### src/drww_pkg.sv
/*
 * Shared constants and types of the dual reset / window watchdog supervisor:
 * register offsets, field positions, reset values, pin indexes and state codes.
 * Assumes a 32-bit classic Wishbone register bus with byte addresses.
 */
package drww_pkg;
    // ----------------------------------------------------------------
    // register offsets (byte addresses)
    // ----------------------------------------------------------------
    localparam logic [7:0] OFF_POR1_DELAY = 8'h00;
    localparam logic [7:0] OFF_POR2_DELAY = 8'h04;
    localparam logic [7:0] OFF_WINDOW = 8'h08;
    localparam logic [7:0] OFF_STATUS = 8'h0C;
    localparam logic [7:0] OFF_IRQ_STAT = 8'h10;
    localparam logic [7:0] OFF_IRQ_MASK = 8'h14;
    // ----------------------------------------------------------------
    // reset values
    // ----------------------------------------------------------------
    localparam logic [31:0] POR_DELAY_RST = 32'h0000_1000;
    localparam logic [31:0] WINDOW_RST = 32'h0000_0100;
    localparam logic [31:0] IRQ_MASK_RST = 32'h0000_0000;
    // ----------------------------------------------------------------
    // window derivation: upper = setting << 4, lower = setting, pulse = upper / 8
    // ----------------------------------------------------------------
    localparam int UPPER_SHIFT = 4;
    localparam int PULSE_SHIFT = 3;
    // ----------------------------------------------------------------
    // interrupt status / mask bits
    // ----------------------------------------------------------------
    localparam int IRQ_EARLY = 0;
    localparam int IRQ_LATE = 1;
    localparam int IRQ_CHANNEL_ONE_RESET_N = 2;
    localparam int IRQ_CHANNEL_TWO_RESET_N = 3;
    localparam int IRQ_W = 4;
    // ----------------------------------------------------------------
    // synchronised pin indexes
    // ----------------------------------------------------------------
    localparam int PIN_OK1 = 0;
    localparam int PIN_OK2 = 1;
    localparam int PIN_KICK = 2;
    localparam int PIN_WDE = 3;
    localparam int PIN_SEL0 = 4;
    localparam int PIN_SEL1 = 5;
    localparam int PIN_W = 6;
    // ----------------------------------------------------------------
    // strap capture and sequencing select encodings
    // ----------------------------------------------------------------
    localparam logic [3:0] STRAP_CYCLES = 4'h8;
    localparam logic [1:0] SEL_PIN_LOW = 2'h1;
    localparam logic [1:0] SEL_PIN_HIGH = 2'h2;
    typedef enum logic [1:0] {
        MODE_OPEN = 2'h0,
        MODE_LOW = 2'h1,
        MODE_HIGH = 2'h2
    } drww_mode_type;
    typedef enum logic [2:0] {
        WD_IDLE = 3'h1,
        WD_RUN = 3'h2,
        WD_FAULT = 3'h4
    } drww_wd_state_type;
    // status register layout, bits 7:0
    typedef struct packed {
        drww_mode_type mode;
        drww_wd_state_type wd_state;
        logic fault_n;
        logic [1:0] rst_n;
    } drww_status_type;
endpackage

### src/drww_supervisor.sv
/*
 * Dual power-on reset channels and windowed watchdog, with a Wishbone
 * register slave and a masked, sticky interrupt.
 * Assumes comparator results and kick / disable / select straps arrive
 * asynchronously as logic levels; one clock clk_sys with synchronous reset.
 */
// Register access over Wishbone and the address map were decided locally.
// Overview of operation
// - reset low while output under threshold
// - above threshold, release reset after delay
// - each channel has own delay setting
// - disable pin turns watchdog off
// - too early or late kick raises fault
// - fault low for upper bound eighth
// - fault ends at timeout or reset low
// - both bounds from one window setting
// - select high: chained start, watchdog after both
// - select low: joint resets after channel one
// - select open: watchdog after first reset
`timescale 1ns/1ps
module drww_supervisor
    import drww_pkg::*;
#(
    parameter int DLY_W = 24,
    parameter int WIN_W = 16
) (
    // clock, reset, enable
    input wire logic clk_sys,
    input wire logic rst_b,
    input wire logic ce,
    // wishbone slave
    input wire logic wb_cyc_i,
    input wire logic wb_stb_i,
    input wire logic wb_we_i,
    input wire logic [7:0] wb_adr_i,
    input wire logic [3:0] wb_sel_i,
    input wire logic [31:0] wb_dat_i,
    output logic [31:0] wb_dat_o,
    output logic wb_ack_o,
    // analog comparator results and pins
    input wire logic [1:0] output_feedback_sense,
    input wire logic watchdog_kick_in,
    input wire logic watchdog_disable_in,
    input wire logic [1:0] seq_select_in,
    // supervisory outputs
    output logic channel_one_reset_n,
    output logic channel_two_reset_n,
    output logic watchdog_fault_n,
    output logic channel_two_run,
    output logic irq
);
    localparam int CNT_W = WIN_W + UPPER_SHIFT;

    if (DLY_W < 2 || DLY_W > 32 || WIN_W < 4 || CNT_W > 32) begin : g_bad_width
        $error("drww_supervisor: unsupported width parameters");
    end

    // ----------------------------------------------------------------
    // pin synchronisers
    // ----------------------------------------------------------------
    logic [PIN_W-1:0] pin_raw;
    logic [PIN_W-1:0] s1_q;
    logic [PIN_W-1:0] s2_q;
    logic [PIN_W-1:0] s3_q;
    logic [PIN_W-1:0] pin_q;
    assign pin_raw = {seq_select_in, watchdog_disable_in, watchdog_kick_in, output_feedback_sense};

    for (genvar g = 0; g < PIN_W; g++) begin : g_sync
        always_ff @(posedge clk_sys) begin
            if (!rst_b) begin
                s1_q[g] <= 1'b0;
                s2_q[g] <= 1'b0;
                s3_q[g] <= 1'b0;
                pin_q[g] <= 1'b0;
            end else if (ce) begin
                s1_q[g] <= pin_raw[g];
                s2_q[g] <= s1_q[g];
                s3_q[g] <= s2_q[g];
                if (s2_q[g] == s3_q[g]) begin
                    pin_q[g] <= s3_q[g];
                end
            end
        end
    end

    logic kick_fall;
    logic [1:0] ok;
    logic wd_dis;
    assign kick_fall = (s2_q[PIN_KICK] == s3_q[PIN_KICK]) && !s3_q[PIN_KICK] && pin_q[PIN_KICK];
    assign ok = pin_q[PIN_OK2:PIN_OK1];
    assign wd_dis = pin_q[PIN_WDE];

    // ----------------------------------------------------------------
    // sequencing strap capture
    // ----------------------------------------------------------------
    logic [3:0] strap_cnt_q;
    logic strap_done;
    drww_mode_type mode_q;
    assign strap_done = (strap_cnt_q == STRAP_CYCLES);

    always_ff @(posedge clk_sys) begin
        if (!rst_b) begin
            strap_cnt_q <= 4'h0;
            mode_q <= MODE_OPEN;
        end else if (ce && !strap_done) begin
            strap_cnt_q <= strap_cnt_q + 4'h1;
            case (pin_q[PIN_SEL1:PIN_SEL0])
                SEL_PIN_LOW: mode_q <= MODE_LOW;
                SEL_PIN_HIGH: mode_q <= MODE_HIGH;
                default: mode_q <= MODE_OPEN;
            endcase
        end
    end

    // ----------------------------------------------------------------
    // registers
    // ----------------------------------------------------------------
    logic [31:0] por_dly_q [2];
    logic [WIN_W-1:0] win_q;
    logic [IRQ_W-1:0] irq_stat_q;
    logic [IRQ_W-1:0] irq_mask_q;
    logic [IRQ_W-1:0] irq_ev;
    logic wb_hit;
    logic wb_wr;
    logic [31:0] wr_win;
    logic [31:0] wr_mask;

    function automatic logic [31:0] merge(input logic [31:0] old, input logic [31:0] nw, input logic [3:0] sel);
        logic [31:0] r;
        r = old;
        for (int b = 0; b < 4; b++) begin
            if (sel[b]) begin
                r[8*b +: 8] = nw[8*b +: 8];
            end
        end
        return r;
    endfunction

    assign wb_hit = wb_cyc_i && wb_stb_i && !wb_ack_o;
    assign wb_wr = wb_hit && wb_we_i;
    assign wr_win = merge({{(32-WIN_W){1'b0}}, win_q}, wb_dat_i, wb_sel_i);
    assign wr_mask = merge({{(32-IRQ_W){1'b0}}, irq_mask_q}, wb_dat_i, wb_sel_i);

    always_ff @(posedge clk_sys) begin
        if (!rst_b) begin
            por_dly_q[0] <= POR_DELAY_RST;
            por_dly_q[1] <= POR_DELAY_RST;
            win_q <= WINDOW_RST[WIN_W-1:0];
            irq_mask_q <= IRQ_MASK_RST[IRQ_W-1:0];
        end else if (ce && wb_wr) begin
            case (wb_adr_i)
                OFF_POR1_DELAY: por_dly_q[0] <= merge(por_dly_q[0], wb_dat_i, wb_sel_i);
                OFF_POR2_DELAY: por_dly_q[1] <= merge(por_dly_q[1], wb_dat_i, wb_sel_i);
                OFF_WINDOW: win_q <= (wr_win[WIN_W-1:0] == '0) ? {{(WIN_W-1){1'b0}}, 1'b1} : wr_win[WIN_W-1:0];
                OFF_IRQ_MASK: irq_mask_q <= wr_mask[IRQ_W-1:0];
                default: ;
            endcase
        end
    end

    // sticky status, set wins over write-one-to-clear
    always_ff @(posedge clk_sys) begin
        if (!rst_b) begin
            irq_stat_q <= '0;
        end else if (ce) begin
            if (wb_wr && wb_adr_i == OFF_IRQ_STAT && wb_sel_i[0]) begin
                irq_stat_q <= (irq_stat_q & ~wb_dat_i[IRQ_W-1:0]) | irq_ev;
            end else begin
                irq_stat_q <= irq_stat_q | irq_ev;
            end
        end
    end
    assign irq = |(irq_stat_q & irq_mask_q);

    // ----------------------------------------------------------------
    // reset channels
    // ----------------------------------------------------------------
    logic [DLY_W-1:0] por_cnt_q [2];
    logic [1:0] por_done_q;
    logic [1:0] ch_en;
    logic [1:0] rst_q;
    logic [1:0] rst_d;
    logic run2_q;
    assign ch_en[0] = strap_done;
    assign ch_en[1] = strap_done && (mode_q == MODE_OPEN || ok[0]);

    for (genvar c = 0; c < 2; c++) begin : g_por
        always_ff @(posedge clk_sys) begin
            if (!rst_b) begin
                por_cnt_q[c] <= '0;
                por_done_q[c] <= 1'b0;
            end else if (ce) begin
                if (!ok[c] || !ch_en[c]) begin
                    por_cnt_q[c] <= '0;
                    por_done_q[c] <= 1'b0;
                end else if (!por_done_q[c]) begin
                    if (por_cnt_q[c] >= por_dly_q[c][DLY_W-1:0]) begin
                        por_done_q[c] <= 1'b1;
                    end else begin
                        por_cnt_q[c] <= por_cnt_q[c] + 1'b1;
                    end
                end
            end
        end
    end

    always_comb begin
        if (mode_q == MODE_LOW) begin
            rst_d = {2{por_done_q[0] && (&ok)}};
        end else begin
            rst_d = por_done_q & ok;
        end
    end

    always_ff @(posedge clk_sys) begin
        if (!rst_b) begin
            rst_q <= 2'h0;
            run2_q <= 1'b0;
        end else if (ce) begin
            rst_q <= rst_d;
            run2_q <= ch_en[1];
        end
    end
    assign channel_one_reset_n = rst_q[0];
    assign channel_two_reset_n = rst_q[1];
    assign channel_two_run = run2_q;

    // ----------------------------------------------------------------
    // window watchdog
    // ----------------------------------------------------------------
    drww_wd_state_type wd_state_q;
    logic [CNT_W-1:0] wd_cnt_q;
    logic [CNT_W-1:0] pulse_cnt_q;
    logic [CNT_W-1:0] upper_len;
    logic [CNT_W-1:0] lower_len;
    logic [CNT_W-1:0] pulse_len;
    logic wd_go;
    logic wd_en;
    logic ev_early;
    logic ev_late;
    assign upper_len = {win_q, {UPPER_SHIFT{1'b0}}};
    assign lower_len = {{UPPER_SHIFT{1'b0}}, win_q};
    assign pulse_len = upper_len >> PULSE_SHIFT;
    assign wd_go = (mode_q == MODE_OPEN) ? rst_q[0] : (&rst_q);
    assign wd_en = wd_go && !wd_dis;
    assign ev_early = (wd_state_q == WD_RUN) && wd_en && kick_fall && (wd_cnt_q < lower_len);
    assign ev_late = (wd_state_q == WD_RUN) && wd_en && !ev_early && (wd_cnt_q >= upper_len);
    assign irq_ev = {rst_q[1] && !rst_d[1], rst_q[0] && !rst_d[0], ev_late, ev_early};

    always_ff @(posedge clk_sys) begin
        if (!rst_b) begin
            wd_state_q <= WD_IDLE;
        end else if (ce) begin
            case (wd_state_q)
                WD_IDLE: begin
                    if (wd_en) begin
                        wd_state_q <= WD_RUN;
                    end
                end
                WD_RUN: begin
                    if (!wd_en) begin
                        wd_state_q <= WD_IDLE;
                    end else if (ev_early || ev_late) begin
                        wd_state_q <= WD_FAULT;
                    end
                end
                WD_FAULT: begin
                    if (!wd_en) begin
                        wd_state_q <= WD_IDLE;
                    end else if (pulse_cnt_q >= pulse_len - 1'b1) begin
                        wd_state_q <= WD_RUN;
                    end
                end
                default: wd_state_q <= WD_IDLE;
            endcase
        end
    end

    always_ff @(posedge clk_sys) begin
        if (!rst_b) begin
            wd_cnt_q <= '0;
            pulse_cnt_q <= '0;
        end else if (ce) begin
            if (wd_state_q != WD_RUN || !wd_en || kick_fall) begin
                wd_cnt_q <= '0;
            end else if (wd_cnt_q != '1) begin
                wd_cnt_q <= wd_cnt_q + 1'b1;
            end
            pulse_cnt_q <= (wd_state_q == WD_FAULT) ? pulse_cnt_q + 1'b1 : '0;
        end
    end
    assign watchdog_fault_n = (wd_state_q != WD_FAULT);

    // ----------------------------------------------------------------
    // bus read path
    // ----------------------------------------------------------------
    drww_status_type status;
    assign status = '{mode: mode_q, wd_state: wd_state_q, fault_n: watchdog_fault_n, rst_n: rst_q};

    always_ff @(posedge clk_sys) begin
        if (!rst_b) begin
            wb_ack_o <= 1'b0;
            wb_dat_o <= 32'h0000_0000;
        end else if (ce) begin
            wb_ack_o <= wb_hit;
            wb_dat_o <= 32'h0000_0000;
            if (wb_hit && !wb_we_i) begin
                case (wb_adr_i)
                    OFF_POR1_DELAY: wb_dat_o <= por_dly_q[0];
                    OFF_POR2_DELAY: wb_dat_o <= por_dly_q[1];
                    OFF_WINDOW: wb_dat_o <= {{(32-WIN_W){1'b0}}, win_q};
                    OFF_STATUS: wb_dat_o <= {24'h00_0000, status};
                    OFF_IRQ_STAT: wb_dat_o <= {{(32-IRQ_W){1'b0}}, irq_stat_q};
                    OFF_IRQ_MASK: wb_dat_o <= {{(32-IRQ_W){1'b0}}, irq_mask_q};
                    default: wb_dat_o <= 32'h0000_0000;
                endcase
            end
        end
    end
endmodule

### config.mk
export PLATFORM = sky130hd
export DESIGN_NAME = drww_supervisor
export DESIGN_NICKNAME = d
export VERILOG_FILES = /design/src/drww_pkg.sv /design/src/drww_supervisor.sv
export SDC_FILE = /design/constraint.sdc
export NUM_CORES = 1
export LEC_CHECK = 0
export BUFFER_PORTS_ARGS = -buffer_cell sky130_fd_sc_hd__buf_2
export CAP_MARGIN = 20
export CELL_PAD_IN_SITES_DETAIL_PLACEMENT = 1
export CELL_PAD_IN_SITES_GLOBAL_PLACEMENT = 1
export CORE_UTILIZATION = 40
export DETAILED_ROUTE_END_ITERATION = 8
export GPL_TIMING_DRIVEN = 0
export PLACE_DENSITY = 0.68
export SETUP_SLACK_MARGIN = 0.1
export SLEW_MARGIN = 20
export SYNTH_ARGS = -nofsm -noshare
export SYNTH_HDL_FRONTEND = slang
export SYNTH_SLANG_ARGS = --single-unit
### constraint.sdc
create_clock -name clk_sys -period 4 [get_ports clk_sys]
set_input_delay 0.4 -clock clk_sys [delete_from_list [all_inputs] [get_ports clk_sys]]
set_output_delay 0.4 -clock clk_sys [all_outputs]
set_load 0.1 [all_outputs]
==> results by group <==
Synthesis
  • Synth cell types: 65
  • Number of synthesized flops with an enable pin: 112
  • Avg Cell Area, Syn: 9.55 sq um
  • Yosys reg bits: 247
  • Register area share after synthesis: 0.452
  • Ys async rst share: 0
  • Syn Inst Count: 1404
  • Post-synth top flop: dfxtp_1
  • Yosys warns: 0
  • Post-Synthesis Net Count: roughly 1.6k
  • Synth Cell Area: 13400 sq um

Run status
  • Status: finished clean

Clock tree
  • Depth of the CTS H-tree: 1
  • Clk buf depth: 3
  • Number of buffers created by CTS: 29
  • Root Buffer: clkbuf_16
  • TritonCTS clock tree: done
  • Worst-Skew Late Latency: 0.56 ns
  • Post-CTS Setup Bufs: 0
  • CTS sink count: 247
  • Worst-path clk slew: 0.06 ns

Power and ir drop
  • Clk pwr share: 0.447
  • Pwr per Cell Area: 372 nW/um^2
  • Psw: approximately 1.4 mW
  • Seq pwr share: 0.483
  • Peak supply drop: 314 uV
  • Gate power share: 0.070
  • Switching Fraction: 0.240
  • Design internal power: 4.37 mW
  • Leak Pwr: approximately 6.3 nW

Route
  • Via density: 5.48
  • Routed wire length: 40.9 mm
  • Post-route ant nets: 0
  • DRC errors left: 0
  • DR iter-0 viols: 464
  • Vias: 10.9k
  • DRT Pass-1 Iters: 4
  • WL per Instance: 20.5 um

Cells and area
  • Layout area overhead: 15.1%
  • Share of layout cells above drive strength 1: 0.105
  • Nets: 1693
  • Final non-filler cell total: roughly 2.0k
  • Post-route design area: 15400 sq um

Placed design
  • GPL Wtd Cong: between 0.8 and 0.9
  • Post-DP HPWL: 31.9 mm
  • Placed cells: 1941
  • Post-DP Area: 14500 sq um
  • Port-buffer cells: 93

Setup path
  • CP cell instances: nor4_4 > nand2_1 > nor3_1 > nand3_1 > xnor2_1 > ha_1 > nand4_1 > or4_1 > a41oi_2 > nor4b_1 > o21a_1
  • CP Capture Type: register
  • Crit Path Class: register to register
  • Crit-path max cell delay: between 0.6 and 0.7 ns
  • Req. time, crit path: 4.49 ns
  • Setup crit start kind: register
  • Slowest library cell on the worst path: or4_1
  • Worst path arrival time: around 4.1 ns
  • Worst Path Max Fanout: 6

Hold path
  • HP Class: input pin to register

Timing
  • Tcrit/Tclk final: 0.912
  • Worst-margin pin slew: 1.02 ns
  • Post-route setup TNS: 0 ns
  • Post-layout minimum cycle time: about 3.6 ns
  • Setup Skew: 0.0171 ns
  • RSZ-0062 raised after global routing: yes
  • Max_slew headroom: 0.318
  • Final Hold Vio Count: 0
  • FMAX: 274 MHz
  • Final Setup Violations: 0
  • Max-slew violation count: 0

Die
  • Ports: 94
  • Initial Util: 0.409
  • Die width: 185 um
  • Standard-cell rows: 66
  • Die H: 185 um
  • Total die area: 34300 sq um
  • Core area: 32800 sq um

Global route
  • Largest net degree at the start of global routing: 21
  • First-pass GRT wire length: 63.9 mm
  • Initial antenna violation count: 4
  • Vias in the first global route: 11.3k
  • GRT overflow: 0
  • Total GRT Usage: 0.244

Flow run
  • Max Cap Viol: 0
==> stage by stage <==
step | setup slack, ns | utilization | power [mW] | hold WS [ns]
global placement | -0.866 | 0.440 | 3.21 | 0.445
floorplan | 0.427 | - | 3.05 | 0.436
global route | 0.0612 | 0.471 | 5.94 | 0.0851
finish | 0.354 | 0.471 | 5.75 | 0.0897
CTS | 0.258 | 0.470 | 5.82 | 0.0647
detailed placement | 0.283 | 0.443 | 3.23 | 0.451
==> final timing paths <==
| check | start | endpoint | slack, ns | cells past startpoint |
|---|---|---|---|---|
| worst max-delay path | win_q[2] | wd_state_q[1] | 0.35 | 11 |
| worst min-delay path | watchdog_disable_in | s1_q[3] | 0.09 | 3 |
| worst max register to register | win_q[2] | wd_state_q[1] | 0.35 | 11 |
| worst min register to register | s3_q[0] | ok[0] | 0.47 | 2 |
==> cells in the final DEF (no fill, tap or decap), drive strengths merged, types with 4 or more instances in the layout <==
master,Yosys,layout
or3,7,7
nand3,55,55
xnor2,37,37
a221oi,4,4
nand4,33,33
buf,14,109
ha,107,107
nor4,13,13
and3,16,16
nor2b,7,7
o21a,9,9
mux4,8,8
and4,9,9
nor3,19,19
a21o,16,16
nand2b,10,10
a41oi,6,6
clkbuf,33,80
inv,91,92
a22oi,20,20
mux2i,52,52
o21ai,44,44
o211ai,9,9
nor2,212,212
xor2,55,55
nand2,118,118
a21oi,73,73
a211oi,10,10
and2,34,34
dfxtp,135,135
edfxtp,112,112
==> registers in the layout, indices dropped and copies added (netlist names) <==
name             cells
win_q               16
por_dly_q           64
s1_q                 6
por_done_q           2
wd_dis               1
wb_dat_o            32
por_cnt_q           48
channel_two_run      1
pulse_cnt_q         20
rst_q                2
wb_ack_o             1
s3_q                 6
wd_state_q           3
mode_q               2
wd_cnt_q            20
pin_q                3
s2_q                 6
irq_stat_q           4
irq_mask_q           4
strap_cnt_q          4
ok                   2
==> cell usage after synthesis, types with 6 or more instances <==
library cell | n | area, sq um
clkbuf_1 | 33 | 124
a211oi_1 | 10 | 75.1
dfxtp_1 | 135 | 2700
nand2b_1 | 10 | 62.6
o211ai_1 | 9 | 67.6
and4_1 | 9 | 78.8
mux4_2 | 8 | 180
xnor2_1 | 37 | 324
and3_1 | 16 | 100
a21oi_1 | 73 | 365
nand4_1 | 33 | 206
nor4_1 | 10 | 62.6
buf_1 | 8 | 30.0
a41oi_1 | 6 | 52.6
ha_1 | 107 | 1340
xor2_1 | 55 | 482
a22oi_1 | 20 | 150
o21a_1 | 9 | 67.6
or3_1 | 7 | 43.8
nor3_1 | 19 | 95.1
edfxtp_1 | 112 | 3360
nor2b_1 | 7 | 43.8
a21o_1 | 16 | 120
mux2i_1 | 52 | 521
and2_1 | 33 | 206
inv_1 | 91 | 342
nand3_1 | 55 | 275
o21ai_0 | 40 | 200
nor2_1 | 212 | 796
nand2_1 | 116 | 435
==> cell families after synthesis <==
| logic type | Yosys count | synth area share |
|---|---|---|
| buf+inv | 138 | 0.0396 |
| flops | 247 | 0.452 |
| compound gates | 213 | 0.102 |
| fa+ha+maj | 107 | 0.0998 |
| mux | 60 | 0.0523 |
| xor+xnor | 92 | 0.0601 |
| simple gates | 547 | 0.194 |
==> cell type report <==
cell class                 count  area, sq um
inverter                      91          342
fill                        3792        17400
clock inverter                 6         61.3
sequential                   247         6070
timing repair buffer          95          508
buffer                        47          189
tap                          442          553
antenna                        1         2.50
clock buffer                  47          853
multi-input combinational   1019         6860
==> power groups by stage <==
stage	logic [mW]	clock network [mW]	registers (mW)
after detailed placement	0.400	0	2.83
after global routing	0.443	2.72	2.78
after floorplan	0.240	0	2.81
final	0.400	2.57	2.78
after global placement	0.379	0	2.83
after CTS	0.405	2.63	2.78
==> metal layers <==
layer  vias up  routed length, um  GRT usage
met1      5396              17200      0.295
met3        88               1800     0.0370
li1       5231                  -          -
met2       215              20100      0.429
met5         -                 46          0
met4         8               1760      0.104
==> timing repair <==
item | 4_1_cts | 5_1_grt
hold endpoints to repair | 0 | 0
hold buffers | 0 | 0
resized for setup | 0 | 2
endpoints found under the setup margin | 0 | 16
==> worst max-delay path, delay by kind of cell, from the launching register on <==
family,cells,cell delay [ns]
simple gates,7,2.22
fa+ha+maj,1,0.30
xor+xnor,1,0.15
compound gates,2,0.49
flops,1,0.43
(Power assumes the default switching activity.)
